**src/sdlmc_defines.svh**
```systemverilog
// Constants for the serial converter load and mode control block.
`ifndef SDLMC_DEFINES_SVH
`define SDLMC_DEFINES_SVH
`define SDLMC_WORD_BITS 16
`define SDLMC_CNT_W 5
`define SDLMC_LAST_EDGE 5'h10
`define SDLMC_MODE_HI 13
`define SDLMC_MODE_LO 12
`define SDLMC_CODE_HI 11
`define SDLMC_CODE_LO 4
`define SDLMC_CODE_RESET 8'h00
`define SDLMC_MODE_RESET 2'h0
`define SDLMC_CLK_MHZ 100
`define SDLMC_WAKE_NS 2500
`define SDLMC_WAKE_CYC ((`SDLMC_WAKE_NS * `SDLMC_CLK_MHZ + 999) / 1000)
`define SDLMC_WAKE_W 9
`endif

```
**src/sdlmc_pkg.sv**
```systemverilog
// Types for the serial converter load and mode control block.
package sdlmc_pkg;
  typedef enum logic [1:0] {
    SDLMC_NORMAL,
    SDLMC_PD_1K,
    SDLMC_PD_100K,
    SDLMC_PD_TRI
  } sdlmc_mode_t;
endpackage

```
**src/sdlmc_sync.sv**
```systemverilog
// Three-stage input synchroniser with agreement-based change detection.
module sdlmc_sync (
  input wire logic clock,
  input wire logic reset_n,
  input wire logic async_in,
  input wire logic reset_val,
  output logic level,
  output logic rise,
  output logic fall
);
  logic s1_q, s2_q, s3_q, lv_q;
  logic s1_d, s2_d, s3_d, lv_d;
  always_comb
  begin
    s1_d = async_in;
    s2_d = s1_q;
    s3_d = s2_q;
    lv_d = (s2_q == s3_q) ? s3_q : lv_q;
  end
  always_ff @(posedge clock)
  begin
    if (!reset_n)
    begin
      s1_q <= reset_val;
      s2_q <= reset_val;
      s3_q <= reset_val;
      lv_q <= reset_val;
    end
    else
    begin
      s1_q <= s1_d;
      s2_q <= s2_d;
      s3_q <= s3_d;
      lv_q <= lv_d;
    end
  end
  assign level = lv_q;
  assign rise = lv_d & ~lv_q;
  assign fall = ~lv_d & lv_q;
endmodule

```
**src/sdlmc_top.sv**
```systemverilog
// Serial frame capture, code register and power mode control.
//
// Functional notes
// RULE1 - A frame opens only on a high-to-low transition of frame select.
// RULE2 - Each falling serial clock edge in a frame shifts one data bit in.
// RULE3 - The sixteenth falling edge captures the last bit and executes the word.
// RULE4 - Host keeps frame select low through at least sixteen falling edges.
// RULE5 - After the word, select may stay low; new frame needs high then fall.
// RULE6 - Host may park frame select low between frames to save power.
// RULE7 - Word order: two ignored, two mode, eight code, four ignored bits.
// RULE8 - Code bits load into the code register on the sixteenth edge.
// RULE9 - Select rising early clears the shift state; nothing changes.
// RULE10 - Reset loads code zero, held until the first complete frame.
// RULE11 - Mode comes from word bits 13 and 12 of each valid frame.
// RULE12 - Modes: normal, 1k to ground, 100k to ground, three-state.
// RULE13 - Mode zero drives the output from the code register.
// RULE14 - Power-down modes disconnect amplifier, apply termination, shut down; three-state mode raises neither term_1k nor term_100k.
// RULE15 - Power-down leaves the code register unchanged; the code loads the code bits of power-down words too.
// RULE16 - Output valid is flagged a recovery time after leaving power-down.
// RULE17 - Code is straight binary; output equals supply times code over 256.
// RULE18 - Host keeps the serial clock at or below 30 MHz.
// RULE19 - Host drives data valid on the falling clock edge.
// RULE20 - Byte hosts keep select low across two bytes.
// RULE21 - Host sends the most significant bit first.
// RULE22 - With select high, clock edges are ignored entirely.
`include "sdlmc_defines.svh"
module sdlmc_top (
  input wire logic clock,
  input wire logic reset_n,
  input wire logic frame_sel_n,
  input wire logic ser_clk,
  input wire logic ser_din,
  output logic [7:0] dac_code,
  output sdlmc_pkg::sdlmc_mode_t dac_mode,
  output logic amp_enable,
  output logic term_1k,
  output logic term_100k,
  output logic out_valid,
  output logic word_done
);
  import sdlmc_pkg::*;

  logic sel_lvl, sel_rise, sel_fall;
  logic sck_fall;
  logic din_lvl;

  sdlmc_sync u_sel (
    .clock(clock),
    .reset_n(reset_n),
    .async_in(frame_sel_n),
    .reset_val(1'b1),
    .level(sel_lvl),
    .rise(sel_rise),
    .fall(sel_fall)
  );

  sdlmc_sync u_sck (
    .clock(clock),
    .reset_n(reset_n),
    .async_in(ser_clk),
    .reset_val(1'b0),
    .level(),
    .rise(),
    .fall(sck_fall)
  );

  // Data takes the same three-stage path so it stays aligned with the clock edge.
  sdlmc_sync u_din (
    .clock(clock),
    .reset_n(reset_n),
    .async_in(ser_din),
    .reset_val(1'b0),
    .level(din_lvl),
    .rise(),
    .fall()
  );

  logic active_q, active_d;
  logic [`SDLMC_WORD_BITS-1:0] shift_q, shift_d;
  logic [`SDLMC_CNT_W-1:0] cnt_q, cnt_d;
  logic [7:0] code_q, code_d;
  sdlmc_mode_t mode_q, mode_d;
  logic done_q, done_d;
  logic [`SDLMC_WAKE_W-1:0] wake_q, wake_d;
  logic valid_q, valid_d;
  logic [`SDLMC_WORD_BITS-1:0] word_next;
  logic exec;

  function automatic logic [7:0] word_code(input logic [`SDLMC_WORD_BITS-1:0] w);
    word_code = w[`SDLMC_CODE_HI:`SDLMC_CODE_LO]; // [RULE7]
  endfunction

  function automatic sdlmc_mode_t word_mode(input logic [`SDLMC_WORD_BITS-1:0] w);
    word_mode = sdlmc_mode_t'(w[`SDLMC_MODE_HI:`SDLMC_MODE_LO]); // [RULE11]
  endfunction

  always_comb
  begin
    active_d = active_q;
    shift_d = shift_q;
    cnt_d = cnt_q;
    code_d = code_q;
    mode_d = mode_q;
    done_d = 1'b0;
    word_next = {shift_q[`SDLMC_WORD_BITS-2:0], din_lvl};
    exec = 1'b0;
    if (sel_rise)
    begin
      // An early rise abandons the partial word; a finished one is already applied.
      active_d = 1'b0; // [RULE9]
      shift_d = '0; // [RULE9]
      cnt_d = '0;
    end
    else if (sel_fall)
    begin
      active_d = 1'b1; // [RULE1]
      shift_d = '0;
      cnt_d = '0;
    end
    else if (active_q && !sel_lvl && sck_fall && cnt_q != `SDLMC_LAST_EDGE) // [RULE22]
    begin
      shift_d = word_next; // [RULE2]
      cnt_d = cnt_q + 1'b1;
      if (cnt_q == `SDLMC_LAST_EDGE - 1'b1)
      begin
        exec = 1'b1; // [RULE3]
        done_d = 1'b1;
        active_d = 1'b0; // [RULE5]
        code_d = word_code(word_next); // [RULE8]
        mode_d = word_mode(word_next); // [RULE12]
      end
    end
  end

  always_ff @(posedge clock)
  begin
    if (!reset_n)
    begin
      active_q <= 1'b0;
      shift_q <= '0;
      cnt_q <= '0;
      code_q <= `SDLMC_CODE_RESET; // [RULE10]
      mode_q <= SDLMC_NORMAL;
      done_q <= 1'b0;
    end
    else
    begin
      active_q <= active_d;
      shift_q <= shift_d;
      cnt_q <= cnt_d;
      code_q <= code_d;
      mode_q <= mode_d;
      done_q <= done_d;
    end
  end

  // Recovery timer restarts whenever a power-down mode is left for normal.
  always_comb
  begin
    wake_d = wake_q;
    valid_d = valid_q;
    if (exec && mode_d != SDLMC_NORMAL)
    begin
      valid_d = 1'b0;
      wake_d = '0;
    end
    else if (exec && mode_q != SDLMC_NORMAL)
    begin
      valid_d = 1'b0; // [RULE16]
      wake_d = `SDLMC_WAKE_W'(`SDLMC_WAKE_CYC);
    end
    else if (wake_q != '0)
    begin
      wake_d = wake_q - 1'b1;
      valid_d = (wake_q == `SDLMC_WAKE_W'(1)); // [RULE16]
    end
  end

  always_ff @(posedge clock)
  begin
    if (!reset_n)
    begin
      wake_q <= '0;
      valid_q <= 1'b1;
    end
    else
    begin
      wake_q <= wake_d;
      valid_q <= valid_d;
    end
  end

  assign dac_code = code_q; // [RULE15] [RULE17]
  assign dac_mode = mode_q;
  assign amp_enable = (mode_q == SDLMC_NORMAL); // [RULE13] [RULE14]
  assign term_1k = (mode_q == SDLMC_PD_1K); // [RULE14]
  assign term_100k = (mode_q == SDLMC_PD_100K); // [RULE14]
  assign out_valid = valid_q;
  assign word_done = done_q;
endmodule

```
**config.mk**
```make
export PLATFORM = sky130hd
export DESIGN_NAME = sdlmc_top
export DESIGN_NICKNAME = d
export VERILOG_FILES = /design/src/sdlmc_pkg.sv /design/src/sdlmc_sync.sv /design/src/sdlmc_top.sv
export VERILOG_INCLUDE_DIRS = /design/src
export SDC_FILE = /design/constraint.sdc
export NUM_CORES = 1
export LEC_CHECK = 0
export BUFFER_PORTS_ARGS = -buffer_cell sky130_fd_sc_hd__buf_4
export CAP_MARGIN = 40
export CORE_ASPECT_RATIO = 0.9
export CORE_MARGIN = 5
export CORE_UTILIZATION = 58
export CTS_BUF_LIST = sky130_fd_sc_hd__clkbuf_16
export DETAILED_ROUTE_END_ITERATION = 12
export GPL_TIMING_DRIVEN = 0
export PLACE_DENSITY = 0.78
export SLEW_MARGIN = 0
export SYNTH_ARGS = -nofsm -noshare
export SYNTH_HDL_FRONTEND = slang
export SYNTH_SLANG_ARGS = --single-unit
```
**constraint.sdc**
```tcl
create_clock -name clock -period 2.65 [get_ports clock]
set_input_delay 0.53 -clock clock [delete_from_list [all_inputs] [get_ports clock]]
set_output_delay 0.53 -clock clock [all_outputs]
set_load 0.05 [all_outputs]
```
==> flow_metrics.tcl <==
set metrics [dict create \
    post_cts_buffers 0 \
    hp-class "reg2reg" \
    reg2reg_from "u_sel.level" \
    core_area_um2 3650 \
    ir_worst_vdd_uv 425 \
    yosysSeqAreaShare 0.481 \
    slew_headroom 0.506 \
    max-cap-violations 0 \
    timing.final.crit_share 0.890 \
    avgViaCountPerCell 5.33 \
    power.density_nw_per_um2 606 \
    drc 0 \
    antenna_found_initial 0 \
    syn_nets 256 \
    syn_area_um2 2160 \
    grt_pass1_wl_mm 7.01 \
    wl_per_cell_um 13.1 \
    cts_max_path_buffers 2 \
    hold_viol_final 0 \
    critPathKind "reg2reg" \
    die_w_um 74.4 \
    grt_overflow 0 \
    fp.dieH_um 68.0 \
    drt-initial-drc-count 144 \
    pin_count 20 \
    ys.warnings.count 0 \
    ys_async_sr_fraction 0 \
    drtAntennaViolNets 0 \
    place_congestion 0.831 \
    cts_buffers 5 \
    finalSetupViolCount 0 \
    clock_skew_ns 0.00313 \
    startpoint "u_sel.level" \
    grt_max_degree 16 \
    tns_ns 0 \
    seqCellArea_um2 1040 \
    p_sw_w 0.000291 \
    cp_data_arrival_time_ns 2.50 \
    clkTransAtPathRegs_ns 0.06 \
    hold_ws_ns 0.415 \
    post-place-ws_ns 0.274 \
    postCtsResizedCells 0 \
    dieArea_um2 5060 \
    grt_use_total 0.181 \
    min_from "u_sel.s1_q" \
    synthCells 244 \
    synth_area_per_cell_um2 8.87 \
    switching_share 0.190 \
    p_leak_nw 0.957 \
    synth.distinct_cells 41 \
    start_util 0.593 \
    cts_root_buf "clkbuf_16" \
    worst_ep_required_time_ns 2.79 \
    cts_tree "yes" \
    status "completed" \
    cts_hold_buf 0 \
    instances_no_fill 316 \
    multi_input_area_um2 1030 \
    dp_hpwl_mm 2.94 \
    pwr-share-clk 0.465 \
    diodes 0 \
    rsz0062_at_grt "no" \
    final_nets 281 \
    setup.worst_path.start_class "flip-flop" \
    io_buffers 18 \
    min_period_ns 2.36 \
    fmax_mhz 424 \
    drt-total-wl_mm 4.15 \
    synth_edf_count 0 \
    cts_max_level 2 \
    power_frac_seq 0.517 \
    cts_num_sinks 52 \
    rows 21 \
    slew_violations 0 \
    grt_pass1_vias 1530 \
    drive_above_1_share 0.141 \
    synth_seq_cells 52 \
    comb_power_share 0.018 \
    clk_latency_ns 0.29 \
    routed-via-count 1685 \
    tightest_slew_ns 0.733 \
    syn2layout_area_growth_pct 16.5 \
    dp.cells 308 \
    synth_ff_type "dfxtp_1" \
    crit_fanout 8 \
    cp-end-kind "flip-flop" \
    p_int_w 0.00124 \
    fin_ws_ns 0.292 \
    fill_cells 299 \
    drt-pass1-iter-count 4 \
]
cell families after synthesis:
group           share of synthesized area
compound gates                      0.110
buf+inv                            0.0422
mux                                0.0520
simple gates                        0.258
xor+xnor                           0.0162
flops                               0.481
fa+ha+maj                          0.0405
power groups by stage:
| stage | Clock [W] | Combinational [W] | Sequential (W) |
|---|---|---|---|
| 6_report | 0.000710 | 0.0000271 | 0.000790 |
| 5_1_grt | 0.000755 | 0.0000305 | 0.000790 |
| 4_1_cts | 0.000722 | 0.0000272 | 0.000790 |
| 3_5_place_dp | 0 | 0.0000271 | 0.000808 |
| 3_3_place_gp | 0 | 0.0000268 | 0.000807 |
| 2_1_floorplan | 0 | 0.0000174 | 0.000807 |
layout make-up:
| cell class | count | area share |
|---|---|---|
| Multi-Input combinational cell | 172 | 0.409 |
| Clock buffer | 5 | 0.0496 |
| Clock inverter | 3 | 0.0154 |
| Inverter | 10 | 0.0149 |
| Timing Repair Buffer | 18 | 0.0536 |
| Sequential cell | 52 | 0.413 |
| Buffer | 10 | 0.0213 |
| Tap cell | 46 | 0.0228 |
registers in the layout, summed over array words and instances, names as in the netlist, 2 cells and up:
register,cells
dac_code,8
dac_mode,2
cnt_q,5
shift_q,13
wake_q,9
path summary, 6_finish.rpt:
kind                      to  slack [ns]  depth (start not counted)
setup / recovery   wake_q[7]        0.29                          7
hold / removal    u_sel.s2_q        0.41                          1
setup reg to reg   wake_q[7]        0.29                          7
hold reg to reg   u_sel.s2_q        0.41                          1
cell usage in the layout, fill, tap and decap left out, types with 2 or more instances in the layout:
cell type | Yosys | layout
nand2_1 | 52 | 52
dfxtp_1 | 52 | 52
a21oi_1 | 21 | 21
buf_4 | 0 | 18
nor2_1 | 15 | 15
inv_1 | 10 | 11
o21ai_0 | 10 | 10
mux2i_1 | 9 | 9
clkbuf_1 | 7 | 7
ha_1 | 7 | 7
and2_1 | 6 | 6
nand3_1 | 6 | 6
clkbuf_16 | 0 | 5
nand2b_1 | 4 | 4
nand4_1 | 4 | 4
and3_1 | 3 | 3
xnor2_1 | 3 | 3
a31oi_1 | 3 | 3
nor2b_1 | 2 | 2
a21boi_0 | 2 | 2
buf_6 | 2 | 2
nor3b_1 | 2 | 2
nor4_1 | 2 | 2
a311oi_1 | 2 | 2
mux2_2 | 2 | 2
metal layers:
metal,track usage,part of all wire
met5,0,0
met4,0.0911,0.016
met3,0.0441,0.054
met2,0.275,0.44
met1,0.238,0.49
critical path: stages (launching register included):
cell     delay [ns]
dfxtp_1        0.45
a21o_1         0.15
o21ai_0        0.13
ha_1           0.25
nor3b_1        0.25
nand4_2        0.23
o21ai_0        0.65
a21oi_1        0.09
synth_stat cells (3+ instances only):
| cell type | count | share of area |
|---|---|---|
| a21oi_1 | 21 | 0.049 |
| a31oi_1 | 3 | 0.0087 |
| and2_1 | 6 | 0.017 |
| and3_1 | 3 | 0.0087 |
| clkbuf_1 | 7 | 0.012 |
| dfxtp_1 | 52 | 0.48 |
| ha_1 | 7 | 0.040 |
| inv_1 | 10 | 0.017 |
| mux2i_1 | 9 | 0.042 |
| nand2_1 | 52 | 0.090 |
| nand2b_1 | 4 | 0.012 |
| nand3_1 | 6 | 0.014 |
| nand4_1 | 4 | 0.012 |
| nor2_1 | 15 | 0.026 |
| o21ai_0 | 10 | 0.023 |
| xnor2_1 | 3 | 0.012 |
through the flow:
step	util	cell area (um^2)	power, W
global route	0.690	2520	0.00158
detailed placement	0.645	2360	0.000835
finish	0.690	2520	0.00153
floorplan	-	2160	0.000824
global placement	0.645	2360	0.000834
CTS	0.690	2520	0.00154
Note: power is estimated with default switching activity, not from simulation.
